## src/verilog/supply_monitor_pkg.sv

```systemverilog
// constants shared by the supply monitor register block
package supply_monitor_pkg;

    // ------------------------------------------------------------------
    // bus geometry and responses
    // ------------------------------------------------------------------
    localparam int unsigned ADDR_W = 8;
    localparam int unsigned DATA_W = 32;
    localparam logic [1:0] RESP_OKAY = 2'h0;
    localparam logic [1:0] RESP_SLVERR = 2'h2;

    // ------------------------------------------------------------------
    // register indices; byte address is four times the index
    // ------------------------------------------------------------------
    localparam logic [5:0] IDX_CONTROL = 6'h00;
    localparam logic [5:0] IDX_STATUS = 6'h01;
    localparam logic [5:0] IDX_IRQ_ENABLE = 6'h02;
    localparam logic [5:0] IDX_IRQ_FLAGS = 6'h03;
    localparam logic [5:0] IDX_RSVD_ZERO = 6'h04;
    localparam logic [5:0] IDX_RSVD_TEST = 6'h06;
    localparam logic [5:0] IDX_LAST = 6'h07;

    // ------------------------------------------------------------------
    // field positions and implemented-bit masks
    // ------------------------------------------------------------------
    localparam int unsigned CTRL_HIGH_SEL_BIT = 6;
    localparam int unsigned CTRL_LOW_SEL_LSB = 4;
    localparam int unsigned CTRL_TAP_BIT = 3;
    localparam int unsigned CTRL_SENSE_BIT = 2;
    localparam int unsigned HIGH_BIT = 1;
    localparam int unsigned LOW_BIT = 0;
    localparam logic [7:0] CONTROL_MASK = 8'h7c;
    localparam logic [7:0] PAIR_MASK = 8'h03;

    // ------------------------------------------------------------------
    // reset values
    // ------------------------------------------------------------------
    localparam logic [7:0] CONTROL_RESET = 8'h00;
    localparam logic [1:0] PAIR_RESET = 2'h0;

    // ------------------------------------------------------------------
    // timing: analog settle time plus two bus cycles
    // ------------------------------------------------------------------
    localparam int unsigned CLK_PERIOD_NS = 50;
    localparam int unsigned SETTLE_TIME_NS_DEFAULT = 1000;
    localparam int unsigned EXTRA_BUS_CYC = 2;
    localparam int unsigned SETTLE_CNT_W = 12;

    // ------------------------------------------------------------------
    // write channel states (gray along idle -> respond)
    // ------------------------------------------------------------------
    typedef enum logic [1:0] {
        WR_IDLE = 2'h0,
        WR_RESP = 2'h1
    } wr_state_e;

    // map a register index to its byte address
    function automatic logic [ADDR_W-1:0] byte_addr(input logic [5:0] idx);
        return {idx, 2'h0};
    endfunction

endpackage

```

## src/verilog/supply_monitor.sv

```systemverilog
// supply voltage monitor register block with an AXI4-Lite slave port
`timescale 1ns/10ps
module supply_monitor #(
    parameter int unsigned SETTLE_TIME_NS = supply_monitor_pkg::SETTLE_TIME_NS_DEFAULT
) (
    input wire logic clk,
    input wire logic arst_n,
    // axi4-lite write address
    input wire logic [supply_monitor_pkg::ADDR_W-1:0] s_axi_awaddr,
    input wire logic [2:0] s_axi_awprot,
    input wire logic s_axi_awvalid,
    output logic s_axi_awready,
    // axi4-lite write data
    input wire logic [supply_monitor_pkg::DATA_W-1:0] s_axi_wdata,
    input wire logic [3:0] s_axi_wstrb,
    input wire logic s_axi_wvalid,
    output logic s_axi_wready,
    // axi4-lite write response
    output logic [1:0] s_axi_bresp,
    output logic s_axi_bvalid,
    input wire logic s_axi_bready,
    // axi4-lite read address
    input wire logic [supply_monitor_pkg::ADDR_W-1:0] s_axi_araddr,
    input wire logic [2:0] s_axi_arprot,
    input wire logic s_axi_arvalid,
    output logic s_axi_arready,
    // axi4-lite read data
    output logic [supply_monitor_pkg::DATA_W-1:0] s_axi_rdata,
    output logic [1:0] s_axi_rresp,
    output logic s_axi_rvalid,
    input wire logic s_axi_rready,
    // analog comparator outputs, asynchronous
    input wire logic high_cmp_raw,
    input wire logic low_cmp_raw,
    // analog controls
    output logic high_threshold_select,
    output logic [1:0] low_threshold_select,
    output logic converter_tap_enable,
    output logic level_sense_enable,
    output logic divider_close,
    // module interrupt
    output logic monitor_irq_out
);

    // ------------------------------------------------------------------
    // register storage
    // ------------------------------------------------------------------
    logic [7:0] control_ff;
    logic [1:0] status_ff;
    logic [1:0] irq_enable_ff;
    logic [1:0] irq_flags_ff;
    logic [7:0] nxt_control;
    logic [1:0] nxt_status;
    logic [1:0] nxt_irq_enable;
    logic [1:0] nxt_irq_flags;

    // ------------------------------------------------------------------
    // address decode, shared by write and read paths
    // ------------------------------------------------------------------
    function automatic logic addr_is(
        input logic [supply_monitor_pkg::ADDR_W-1:0] addr,
        input logic [5:0] idx
    );
        // word index compare; byte lanes 1:0 of the address are ignored
        return addr[supply_monitor_pkg::ADDR_W-1:2] == idx;
    endfunction

    // anything past the last reserved word is answered with an error
    function automatic logic addr_mapped(input logic [supply_monitor_pkg::ADDR_W-1:0] addr);
        return addr[supply_monitor_pkg::ADDR_W-1:2] <= supply_monitor_pkg::IDX_LAST;
    endfunction

    // ------------------------------------------------------------------
    // write channel: address and data taken in either order
    // ------------------------------------------------------------------
    supply_monitor_pkg::wr_state_e wr_state_ff;
    supply_monitor_pkg::wr_state_e nxt_wr_state;
    logic aw_held_ff;
    logic w_held_ff;
    logic [supply_monitor_pkg::ADDR_W-1:0] aw_addr_ff;
    logic [7:0] w_byte_ff;
    logic w_lane_ff;
    logic [1:0] bresp_ff;
    logic nxt_aw_held;
    logic nxt_w_held;
    logic [1:0] nxt_bresp;
    logic awready_ff;
    logic wready_ff;
    logic bvalid_ff;

    wire aw_take = s_axi_awvalid && s_axi_awready;
    wire w_take = s_axi_wvalid && s_axi_wready;
    wire aw_have = aw_held_ff || aw_take;
    wire w_have = w_held_ff || w_take;
    wire wr_idle = (wr_state_ff == supply_monitor_pkg::WR_IDLE);
    wire wr_fire = wr_idle && aw_have && w_have;
    wire [supply_monitor_pkg::ADDR_W-1:0] wr_addr = aw_held_ff ? aw_addr_ff : s_axi_awaddr;
    wire [7:0] wr_byte = w_held_ff ? w_byte_ff : s_axi_wdata[7:0];
    wire wr_lane = w_held_ff ? w_lane_ff : s_axi_wstrb[0];
    wire wr_ok = wr_fire && wr_lane;

    // per-register write strobes; status and reserved words accept nothing
    wire wr_control = wr_ok && addr_is(wr_addr, supply_monitor_pkg::IDX_CONTROL);
    wire wr_enable = wr_ok && addr_is(wr_addr, supply_monitor_pkg::IDX_IRQ_ENABLE);
    wire wr_flags = wr_ok && addr_is(wr_addr, supply_monitor_pkg::IDX_IRQ_FLAGS);

    // write channel sequencing
    assign nxt_aw_held = !wr_fire && aw_have;
    assign nxt_w_held = !wr_fire && w_have;
    assign nxt_wr_state = wr_fire ? supply_monitor_pkg::WR_RESP :
                          ((!wr_idle && s_axi_bready) ? supply_monitor_pkg::WR_IDLE
                                                      : wr_state_ff);
    assign nxt_bresp = addr_mapped(wr_addr) ? supply_monitor_pkg::RESP_OKAY
                                            : supply_monitor_pkg::RESP_SLVERR;
    wire nxt_wr_idle = (nxt_wr_state == supply_monitor_pkg::WR_IDLE);

    always_ff @(posedge clk or negedge arst_n) begin
        if (!arst_n) begin
            wr_state_ff <= supply_monitor_pkg::WR_IDLE;
            aw_held_ff <= 1'b0;
            w_held_ff <= 1'b0;
            bresp_ff <= supply_monitor_pkg::RESP_OKAY;
            awready_ff <= 1'b1;
            wready_ff <= 1'b1;
            bvalid_ff <= 1'b0;
        end else begin
            wr_state_ff <= nxt_wr_state;
            aw_held_ff <= nxt_aw_held;
            w_held_ff <= nxt_w_held;
            // handshake outputs registered from the next state
            awready_ff <= nxt_wr_idle && !nxt_aw_held;
            wready_ff <= nxt_wr_idle && !nxt_w_held;
            bvalid_ff <= !nxt_wr_idle;
            if (wr_fire) begin
                bresp_ff <= nxt_bresp;
            end
        end
    end

    // capture a lone address or data beat until its partner arrives
    always_ff @(posedge clk or negedge arst_n) begin
        if (!arst_n) begin
            aw_addr_ff <= '0;
            w_byte_ff <= 8'h00;
            w_lane_ff <= 1'b0;
        end else begin
            if (aw_take) begin
                aw_addr_ff <= s_axi_awaddr;
            end
            if (w_take) begin
                w_byte_ff <= s_axi_wdata[7:0];
                w_lane_ff <= s_axi_wstrb[0];
            end
        end
    end

    assign s_axi_awready = awready_ff;
    assign s_axi_wready = wready_ff;
    assign s_axi_bvalid = bvalid_ff;
    assign s_axi_bresp = bresp_ff;

    // ------------------------------------------------------------------
    // read channel: one beat, answered the cycle after the address
    // ------------------------------------------------------------------
    logic rvalid_ff;
    logic [7:0] rbyte_ff;
    logic [1:0] rresp_ff;
    logic arready_ff;
    logic [7:0] rd_byte;

    wire ar_take = s_axi_arvalid && !rvalid_ff;
    wire rd_control = addr_is(s_axi_araddr, supply_monitor_pkg::IDX_CONTROL);
    wire rd_status = addr_is(s_axi_araddr, supply_monitor_pkg::IDX_STATUS);
    wire rd_enable = addr_is(s_axi_araddr, supply_monitor_pkg::IDX_IRQ_ENABLE);
    wire rd_flags = addr_is(s_axi_araddr, supply_monitor_pkg::IDX_IRQ_FLAGS);

    // read mux; reserved words and unused bits return zero
    assign rd_byte = rd_control ? (control_ff & supply_monitor_pkg::CONTROL_MASK) :
                     rd_status ? {6'h00, status_ff} :
                     rd_enable ? {6'h00, irq_enable_ff} :
                     rd_flags ? {6'h00, irq_flags_ff} :
                     8'h00;

    always_ff @(posedge clk or negedge arst_n) begin
        if (!arst_n) begin
            rvalid_ff <= 1'b0;
            rbyte_ff <= 8'h00;
            rresp_ff <= supply_monitor_pkg::RESP_OKAY;
            arready_ff <= 1'b1;
        end else begin
            if (ar_take) begin
                rvalid_ff <= 1'b1;
                arready_ff <= 1'b0;
                rbyte_ff <= rd_byte;
                rresp_ff <= addr_mapped(s_axi_araddr) ? supply_monitor_pkg::RESP_OKAY
                                                      : supply_monitor_pkg::RESP_SLVERR;
            end else if (s_axi_rready) begin
                rvalid_ff <= 1'b0;
                arready_ff <= 1'b1;
            end
        end
    end

    assign s_axi_arready = arready_ff;
    assign s_axi_rvalid = rvalid_ff;
    assign s_axi_rdata = {24'h000000, rbyte_ff};
    assign s_axi_rresp = rresp_ff;

    // ------------------------------------------------------------------
    // control and enable registers
    // ------------------------------------------------------------------
    // only implemented bits are stored
    assign nxt_control = wr_control ? (wr_byte & supply_monitor_pkg::CONTROL_MASK)
                                    : control_ff;
    assign nxt_irq_enable = wr_enable ? wr_byte[1:0] : irq_enable_ff;

    always_ff @(posedge clk or negedge arst_n) begin
        if (!arst_n) begin
            control_ff <= supply_monitor_pkg::CONTROL_RESET;
            irq_enable_ff <= supply_monitor_pkg::PAIR_RESET;
        end else begin
            control_ff <= nxt_control;
            irq_enable_ff <= nxt_irq_enable;
        end
    end

    wire sense_on = control_ff[supply_monitor_pkg::CTRL_SENSE_BIT];
    wire tap_on = control_ff[supply_monitor_pkg::CTRL_TAP_BIT];

    // ------------------------------------------------------------------
    // analog control outputs, registered
    // ------------------------------------------------------------------
    always_ff @(posedge clk or negedge arst_n) begin
        if (!arst_n) begin
            high_threshold_select <= 1'b0;
            low_threshold_select <= 2'h0;
            converter_tap_enable <= 1'b0;
            level_sense_enable <= 1'b0;
            divider_close <= 1'b0;
        end else begin
            high_threshold_select <= nxt_control[supply_monitor_pkg::CTRL_HIGH_SEL_BIT];
            low_threshold_select <=
                nxt_control[supply_monitor_pkg::CTRL_LOW_SEL_LSB +: 2];
            converter_tap_enable <= nxt_control[supply_monitor_pkg::CTRL_TAP_BIT];
            level_sense_enable <= nxt_control[supply_monitor_pkg::CTRL_SENSE_BIT];
            divider_close <= nxt_control[supply_monitor_pkg::CTRL_TAP_BIT]
                          || nxt_control[supply_monitor_pkg::CTRL_SENSE_BIT];
        end
    end

    // ------------------------------------------------------------------
    // settling window after an enable change
    // ------------------------------------------------------------------
    logic settled;
    wire enable_change = (nxt_control[supply_monitor_pkg::CTRL_SENSE_BIT] != sense_on)
                      || (nxt_control[supply_monitor_pkg::CTRL_TAP_BIT] != tap_on);

    settle_timer #(
        .SETTLE_TIME_NS(SETTLE_TIME_NS)
    ) u_settle (
        .clk(clk),
        .arst_n(arst_n),
        .restart(enable_change),
        .settled(settled)
    );

    // ------------------------------------------------------------------
    // comparator synchronisation and condition status
    // ------------------------------------------------------------------
    logic [1:0] cmp_sync;

    level_sync #(
        .WIDTH(2)
    ) u_cmp_sync (
        .clk(clk),
        .arst_n(arst_n),
        .async_in({high_cmp_raw, low_cmp_raw}),
        .sync_out(cmp_sync)
    );

    // forced low when sensing is off, frozen while settling
    assign nxt_status = !sense_on ? 2'h0 :
                        (!settled ? status_ff : cmp_sync);

    always_ff @(posedge clk or negedge arst_n) begin
        if (!arst_n) begin
            status_ff <= supply_monitor_pkg::PAIR_RESET;
        end else begin
            status_ff <= nxt_status;
        end
    end

    // ------------------------------------------------------------------
    // change flags: a set in the clear cycle wins
    // ------------------------------------------------------------------
    wire [1:0] status_change = nxt_status ^ status_ff;
    wire [1:0] flag_clear = wr_flags ? wr_byte[1:0] : 2'h0;

    assign nxt_irq_flags = status_change | (irq_flags_ff & ~flag_clear);

    always_ff @(posedge clk or negedge arst_n) begin
        if (!arst_n) begin
            irq_flags_ff <= supply_monitor_pkg::PAIR_RESET;
        end else begin
            irq_flags_ff <= nxt_irq_flags;
        end
    end

    // ------------------------------------------------------------------
    // single interrupt output from the enabled flags
    // ------------------------------------------------------------------
    wire high_req = nxt_irq_flags[supply_monitor_pkg::HIGH_BIT]
                 && nxt_irq_enable[supply_monitor_pkg::HIGH_BIT];
    wire low_req = nxt_irq_flags[supply_monitor_pkg::LOW_BIT]
                && nxt_irq_enable[supply_monitor_pkg::LOW_BIT];

    always_ff @(posedge clk or negedge arst_n) begin
        if (!arst_n) begin
            monitor_irq_out <= 1'b0;
        end else begin
            monitor_irq_out <= high_req || low_req;
        end
    end

endmodule

```

## src/verilog/level_sync.sv

```systemverilog
// two flip-flop synchroniser for a group of asynchronous levels
`timescale 1ns/10ps
module level_sync #(
    parameter int unsigned WIDTH = 2
) (
    input wire logic clk,
    input wire logic arst_n,
    input wire logic [WIDTH-1:0] async_in,
    output logic [WIDTH-1:0] sync_out
);

    // ------------------------------------------------------------------
    // one two-stage chain per bit; first stage feeds only the second
    // ------------------------------------------------------------------
    genvar g;
    generate
        for (g = 0; g < WIDTH; g++) begin : g_bit
            logic meta_ff;
            logic stable_ff;
            always_ff @(posedge clk or negedge arst_n) begin
                if (!arst_n) begin
                    meta_ff <= 1'b0;
                    stable_ff <= 1'b0;
                end else begin
                    meta_ff <= async_in[g];
                    stable_ff <= meta_ff;
                end
            end
            assign sync_out[g] = stable_ff;
        end
    endgenerate

endmodule

```

## src/verilog/settle_timer.sv

```systemverilog
// counts out the settling window after an analog enable changes
`timescale 1ns/10ps
module settle_timer #(
    parameter int unsigned SETTLE_TIME_NS = supply_monitor_pkg::SETTLE_TIME_NS_DEFAULT
) (
    input wire logic clk,
    input wire logic arst_n,
    input wire logic restart,
    output logic settled
);

    // ------------------------------------------------------------------
    // window length: settle time rounded up, plus two bus cycles
    // ------------------------------------------------------------------
    localparam int unsigned SETTLE_CYC =
        (SETTLE_TIME_NS + supply_monitor_pkg::CLK_PERIOD_NS - 1)
        / supply_monitor_pkg::CLK_PERIOD_NS;
    localparam int unsigned RAW_LOAD = SETTLE_CYC + supply_monitor_pkg::EXTRA_BUS_CYC;
    localparam logic [supply_monitor_pkg::SETTLE_CNT_W-1:0] LOAD_VAL =
        supply_monitor_pkg::SETTLE_CNT_W'(RAW_LOAD);

    logic [supply_monitor_pkg::SETTLE_CNT_W-1:0] count_ff;
    logic [supply_monitor_pkg::SETTLE_CNT_W-1:0] nxt_count;
    wire busy = (count_ff != '0);

    // reload on every enable change, otherwise count down to zero
    assign nxt_count = restart ? LOAD_VAL : (busy ? count_ff - 1'b1 : count_ff);
    assign settled = !busy;

    always_ff @(posedge clk or negedge arst_n) begin
        if (!arst_n) begin
            count_ff <= '0;
        end else begin
            count_ff <= nxt_count;
        end
    end

endmodule

```

## config.mk

```make
export PLATFORM = sky130hd
export DESIGN_NAME = supply_monitor
export DESIGN_NICKNAME = d
export VERILOG_FILES = /design/src/verilog/supply_monitor_pkg.sv /design/src/verilog/supply_monitor.sv /design/src/verilog/level_sync.sv /design/src/verilog/settle_timer.sv
export SDC_FILE = /design/constraint.sdc
export NUM_CORES = 1
export LEC_CHECK = 0
export BUFFER_PORTS_ARGS = -buffer_cell sky130_fd_sc_hd__buf_4
export CAP_MARGIN = 10
export CORE_ASPECT_RATIO = 1.25
export CORE_MARGIN = 5
export CORE_UTILIZATION = 31
export CTS_CLUSTER_SIZE = 10
export DETAILED_ROUTE_END_ITERATION = 12
export SLEW_MARGIN = 0
export SYNTH_ARGS = -nofsm -noshare
export SYNTH_HDL_FRONTEND = slang
export SYNTH_HIERARCHICAL = 1
export SYNTH_SLANG_ARGS = --single-unit
```

## constraint.sdc

```tcl
create_clock -name clk -period 2.2 [get_ports clk]
set_clock_uncertainty 0.2 [all_clocks]
set_input_delay 0.44 -clock clk [delete_from_list [all_inputs] [get_ports clk]]
set_output_delay 0.44 -clock clk [all_outputs]
set_load 0.01 [all_outputs]
```

Word level (Yosys, flattened, before mapping)
Cells that the tools add are included.
Operators by class
  $add $sub $neg: 1
  equal/unequal tests: 7
  muxes and demuxes: 22
  bitwise gates (word level): 4
  reduce and logical (&&, ||, !) cells: 34
  order comparisons: 2
Operators with widths (number)
  $eq A6 B2 Y1 const B: 4
  $mux W12: 2
  $mux W2: 11
  $mux W7: 3
  $logic_and A1 B1 Y1: 16
  $le A6 B3 Y1 const B: 2
  $logic_not A6 Y1: 2
  $reduce_bool A12 Y1: 1
  $sub A12 B1 Y12 const B: 1
  $mux W8: 1
  $eq A6 B1 Y1 const B: 1
  $logic_not A1 Y1: 6
  $logic_or A1 B1 Y1: 5
  $mux W1: 5
  $logic_not A2 Y1: 2
  $reduce_bool A2 Y1: 2
  $and A2 B2 Y2: 1
  $ne A1 B1 Y1: 2
  $not A2 Y2: 1
  $or A2 B2 Y2: 1
  $xor A2 B2 Y2: 1
Word-level totals
  word-level logic and storage cells: 99
  register bits: 71
  input port bits: 67

Logic depth before layout (Yosys ltp)
  word-level depth: 12
  depth in mapped cells: 9

Hierarchy
The synthesis kept the hierarchy.
Modules (own cells, without submodules)
  supply_monitor: cells each 203, times used 1, area an instance 2293.4 µm²
  settle_timer: cells each 68, times used 1, area an instance 660.6 µm²
  level_sync: cells each 6, times used 1, area an instance 115.1 µm²

Worst setup path after synthesis
OpenSTA, ideal clock, no wires.
  path kind: in2reg
  start: in s_axi_awaddr[4] in the netlist's numbering
  end: reg monitor_irq_out
  data required time: 1879 ps
  arrival: 2057 ps
  library setup time: 121 ps
  setup slack: -178 ps
  stages on the path: 5
  cell sequence: or3_2 > a221oi_4 > and4_4 > mux2_1 > a22o_1
Between the ends
  elaborated cells between the ends (all ways): 13
  those cells by class: 2 x eq/ne; 3 x mux; 3 x bitwise; 5 x reduce/logical
RTL lines
  from (decl): RTL line supply_monitor.sv:9  | input wire logic [supply_monitor_pkg::ADDR_W-1:0] s_axi_awaddr,
  $mux W8: RTL line supply_monitor.sv:97  | wire [supply_monitor_pkg::ADDR_W-1:0] wr_addr = aw_held_ff ? aw_addr_ff : s_axi_awaddr;
  $eq A6 B2 Y1: RTL line supply_monitor.sv:65  | return addr[supply_monitor_pkg::ADDR_W-1:2] == idx;
  $logic_and A1 B1 Y1: RTL line supply_monitor.sv:104  | wire wr_enable = wr_ok && addr_is(wr_addr, supply_monitor_pkg::IDX_IRQ_ENABLE);
  $mux W2: RTL line supply_monitor.sv:215  | assign nxt_irq_enable = wr_enable ? wr_byte[1:0] : irq_enable_ff;
  via nxt_irq_enable[0]: RTL line supply_monitor.sv:54  | logic [1:0] nxt_irq_enable;
  $logic_and A1 B1 Y1: RTL line supply_monitor.sv:315  | && nxt_irq_enable[supply_monitor_pkg::LOW_BIT];
  $logic_or A1 B1 Y1: RTL line supply_monitor.sv:321  | monitor_irq_out <= high_req || low_req;
  to (signal assigned): RTL line supply_monitor.sv:321
  to (decl): RTL line supply_monitor.sv:42  | output logic monitor_irq_out
The timed path passes the listed nets, and every way through them passes these cells.
A chain may end at the register's enable or synchronous reset.

Final worst setup path
  start: reg aw_held_ff
  end: reg monitor_irq_out
Between the ends
  elaborated cells between the ends (all ways): 17
  those cells by class: 2 x eq/ne; 3 x mux; 3 x bitwise; 9 x reduce/logical
RTL lines
  from (decl): RTL line supply_monitor.sv:78  | logic aw_held_ff;
  from (signal assigned): RTL line supply_monitor.sv:128  | aw_held_ff <= nxt_aw_held;
  parallel branches: the longest is 4 deep, another holds $mux W8
  $logic_and A1 B1 Y1 *: RTL line supply_monitor.sv:104
  $mux W2 *: RTL line supply_monitor.sv:215
  via nxt_irq_enable[0]: RTL line supply_monitor.sv:54
  $logic_and A1 B1 Y1 *: RTL line supply_monitor.sv:315
  $logic_or A1 B1 Y1 *: RTL line supply_monitor.sv:321
Mark *: on every way through the listed nets, which the timed path passes.

==> tab_implementation.tex <==
\begin{tabular}{lr}
\hline
Metric & Value \\
\hline
\multicolumn{2}{l}{\textbf{Clock tree}} \\
Clk buf depth & 2 \\
Clk root buf & sky130\_fd\_sc\_hd\_\_clkbuf\_16 \\
TritonCTS clock tree & done \\
Clock Sink Count & 61 \\
Source-to-sink clock delay at the later pin of the worst-skew pair & approximately 320 ps \\
Clock H-tree levels & 3 \\
Register clock-pin slew on the reported worst setup and hold paths & 50 ps \\
Number of clock buffers inserted by TritonCTS & 9 \\
\multicolumn{2}{l}{\textbf{Yosys}} \\
Number of enable flip-flop cells after synthesis & 0 \\
Most common cell in the synthesized netlist & sky130\_fd\_sc\_hd\_\_dfrtp\_1 \\
Mean cell area of the mapped netlist & $\sim$11 sq um \\
\#FFs+latches synth & between 60 and 70 \\
Post-synthesis instance area & a little over 3000 sq um \\
Proportion of netlist area held by the largest area contributor & roughly 47\% \\
Synth warnings & 6 \\
Post-synth top area cell & sky130\_fd\_sc\_hd\_\_dfrtp\_1 \\
Post-Synthesis Cells & about 280 \\
Top cells by area in the synthesized netlist & sky130\_fd\_sc\_hd\_\_dfrtp\_1, sky130\_fd\_sc\_hd\_\_buf\_4, sky130\_fd\_sc\_hd\_\_mux2\_2 \\
Yosys cell types & between 50 and 60 \\
Sequential-to-total area share from yosys stat & 49.9\% \\
Top FF cell, synth & sky130\_fd\_sc\_hd\_\_dfrtp\_1 \\
Asr flop ratio synth & between 90\% and 100\% \\
Top cell types by occurrence after synthesis & sky130\_fd\_sc\_hd\_\_dfrtp\_1, sky130\_fd\_sc\_hd\_\_buf\_4, sky130\_fd\_sc\_hd\_\_nand2\_1, sky130\_fd\_sc\_hd\_\_mux2\_2, sky130\_fd\_sc\_hd\_\_a21oi\_1 \\
\multicolumn{2}{l}{\textbf{Setup path}} \\
Arrival time at the worst endpoint & 2260 ps \\
Category of the worst setup path capture point & register \\
CP max FO & 7 \\
Data required time of the worst path & around 2200 ps \\
Startpoint Class & register \\
Category of the most critical setup path & register to register \\
\multicolumn{2}{l}{\textbf{Layout}} \\
Area added between synthesis and finish & 29.0\% \\
Layout Nets & roughly 420 \\
Number of inserted diodes & 0 \\
Area of all placed cells without fillers & slightly below 4000 sq um \\
Proportion of layout cells with a drive suffix above 1 & 37.0\% \\
\multicolumn{2}{l}{\textbf{Detailed routing}} \\
Routed length per placed instance & between 10 and 15 microns \\
Post-route ant nets & 0 \\
Residual DRC count & 0 \\
Average via count per standard cell & approximately 4.6 \\
Total length of routed wires & around 6.5 mm \\
Drt first pass iters & 4 \\
1st-iter DRT viols & 66 \\
Vias post-DR & about 2.2k \\
\multicolumn{2}{l}{\textbf{Timing}} \\
RSZ-0062 raised after global routing & yes \\
Final number of setup-violating endpoints & 1 \\
Final cycle utilization of the critical path & 103\% \\
Crit path time final & $\sim$2300 ps \\
Number of max-slew violations in the final report & 0 \\
Hold violation count in the final report & 0 \\
Total negative slack for setup checks & -62.2 ps \\
Maximum frequency from static timing analysis & 0.442 GHz \\
Smallest setup slack after layout & -62.2 ps \\
\multicolumn{2}{l}{\textbf{Place}} \\
Final weighted congestion in routability-driven placement & 0.760 \\
Placement Cell Area & about 3600 sq um \\
Worst slack at placement & -169 ps \\
Count of port buffers added during placement & between 40 and 50 \\
Post-DP HPWL & between 4 and 5 mm \\
\multicolumn{2}{l}{\textbf{Floorplanning}} \\
I/O Pins & approximately 120 \\
Horizontal die dimension & $\sim$99 microns \\
Number of rows in the core area & 40 \\
Area of the die & 12000 sq um \\
Initial Utilization & a little under a third \\
Core Area & 9660 sq um \\
Die Span Y & 121 microns \\
\multicolumn{2}{l}{\textbf{Global routing}} \\
Antenna violations before repair & 0 \\
Number of global-route vias before repair & around 2.3k \\
Largest net degree at the start of global routing & 33 \\
Grt total ovfl & 0 \\
Overall Global Routing Usage & about 11\% \\
Wire length of the first global-routing pass & 10.9 mm \\
\multicolumn{2}{l}{\textbf{Run status}} \\
Violations in the final reports & negative setup slack \\
Status & finished with violations \\
\multicolumn{2}{l}{\textbf{Power}} \\
Areal power density over the cells & 1180 nW/um\^{}2 \\
Standby leakage power & approximately 0.0018 uW \\
Post-route total power & roughly 4700 uW \\
VDD IR max & 0.000611 V \\
\multicolumn{2}{l}{\textbf{Min path}} \\
Class of the tightest hold or removal check & primary input to register \\
\multicolumn{2}{l}{\textbf{Job}} \\
Max capacitance violation total & 0 \\
\hline
\end{tabular}
state kept, by name, summed over array words and instances (netlist names), 2 cells and up:
register / flops
aw_addr_ff: 6
control_ff: 4
irq_enable_ff: 2
irq_flags_ff: 2
rbyte_ff: 7
status_ff: 2
u_cmp_sync/g_bit.meta_ff: 2
u_cmp_sync/g_bit.stable_ff: 2
u_settle/count_ff: 12
w_byte_ff: 7
wr_state_ff: 2
per-layer routing:
metal  part of all wire [%]  track usage [%]  vias to the layer above  wire length [microns]
li1                       -                -                     1087                      -
met1                     43             13.6                     1066                   2770
met2                     49             19.5                       59                   3210
met3                    6.6             3.57                        8                    431
met4                    1.4             3.59                        0                     94
met5                      0                0                        -                      0
cell usage in the layout, fill, tap and decap left out, drive strengths merged, types with 2 or more instances in the layout:
cell | Yosys | routed
or4 | 6 | 6
or3 | 8 | 8
nor3b | 3 | 3
a31oi | 2 | 2
nand3b | 2 | 2
nand4 | 3 | 3
clkinv | 0 | 2
xnor2 | 3 | 3
nand2b | 4 | 4
o221ai | 2 | 2
mux2i | 10 | 10
and2b | 2 | 2
o21ai | 11 | 11
mux2 | 23 | 23
o31ai | 3 | 3
conb | 1 | 27
buf | 32 | 76
nor2b | 7 | 7
or3b | 2 | 2
a21o | 2 | 2
dfstp | 3 | 3
nand2 | 22 | 22
a22o | 3 | 3
o21a | 3 | 3
dfrtp | 58 | 58
clkbuf | 4 | 13
nor4 | 3 | 3
nand3 | 2 | 2
nor2 | 11 | 11
ha | 2 | 2
nor3 | 4 | 4
or2 | 3 | 3
inv | 7 | 7
a21oi | 15 | 15
worst paths after layout:
path	from	endpoint	slack, ps	cells after the start
setup / recovery	aw_held_ff$_DFF_PN0_	monitor_irq_out$_DFF_PN0_	-60	5
hold / removal	low_cmp_raw	u_cmp_sync/g_bit[0].meta_ff$_DFF_PN0_	30	1
setup reg to reg	aw_held_ff$_DFF_PN0_	monitor_irq_out$_DFF_PN0_	-60	5
hold reg to reg	u_cmp_sync/g_bit[0].meta_ff$_DFF_PN0_	u_cmp_sync/g_bit[0].stable_ff$_DFF_PN0_	150	0
max in group asynchronous	arst_n	u_settle/count_ff[5]$_DFFE_PN0P_	890	3
min in group asynchronous	arst_n	aw_addr_ff[7]$_DFFE_PN0P_	400	2
cell families after synthesis:
group	Yosys count	synth area share, %
simple gates	85	16.5
flops	61	49.9
compound gates	48	10.6
buf+inv	43	9.21
mux	33	11.7
xor+xnor	4	1.14
fa+ha+maj	2	0.815
other cells	1	0.122
final cells by class:
type	count	area, sq um
clock buffers	13	260
clock inverters	2	10.0
fillers	949	5700
inverters	7	26.3
multi-input cells	199	1380
flip-flops and latches	61	1530
well taps	126	158
repair buffers	77	597
power by group:
part	internal, uW	switching [uW]
clock network	812	452
registers	1520	307
logic	880	693
what timing repair did:
item                                    CTS  global route
endpoints found under the setup margin    3            13
cloned                                    0             1
setup buffers                             0             1
pin swaps                                 3             0
hold buffers                              1             0
hold endpoints to repair                 28             0
resized for setup                         3             7
critical path, cell delays in order (launching register included):
cell	delay (ps)
sky130_fd_sc_hd__dfrtp_2	410
sky130_fd_sc_hd__or3b_4	410
sky130_fd_sc_hd__a221oi_4	290
sky130_fd_sc_hd__and4_4	280
sky130_fd_sc_hd__mux2_4	310
sky130_fd_sc_hd__a22o_1	230
metrics by stage:
step / std cells / hold WS, ps / util, %
detailed placement: 467 / 136 / 37.8
CTS: 483 / 24.4 / 40.7
global placement: 467 / 138 / 37.8
finish: 485 / 32.4 / 41.0
floorplan: 303 / -55.6 / -
global route: 485 / 21.3 / 41.0
Power figures use the tool's default switching activity.
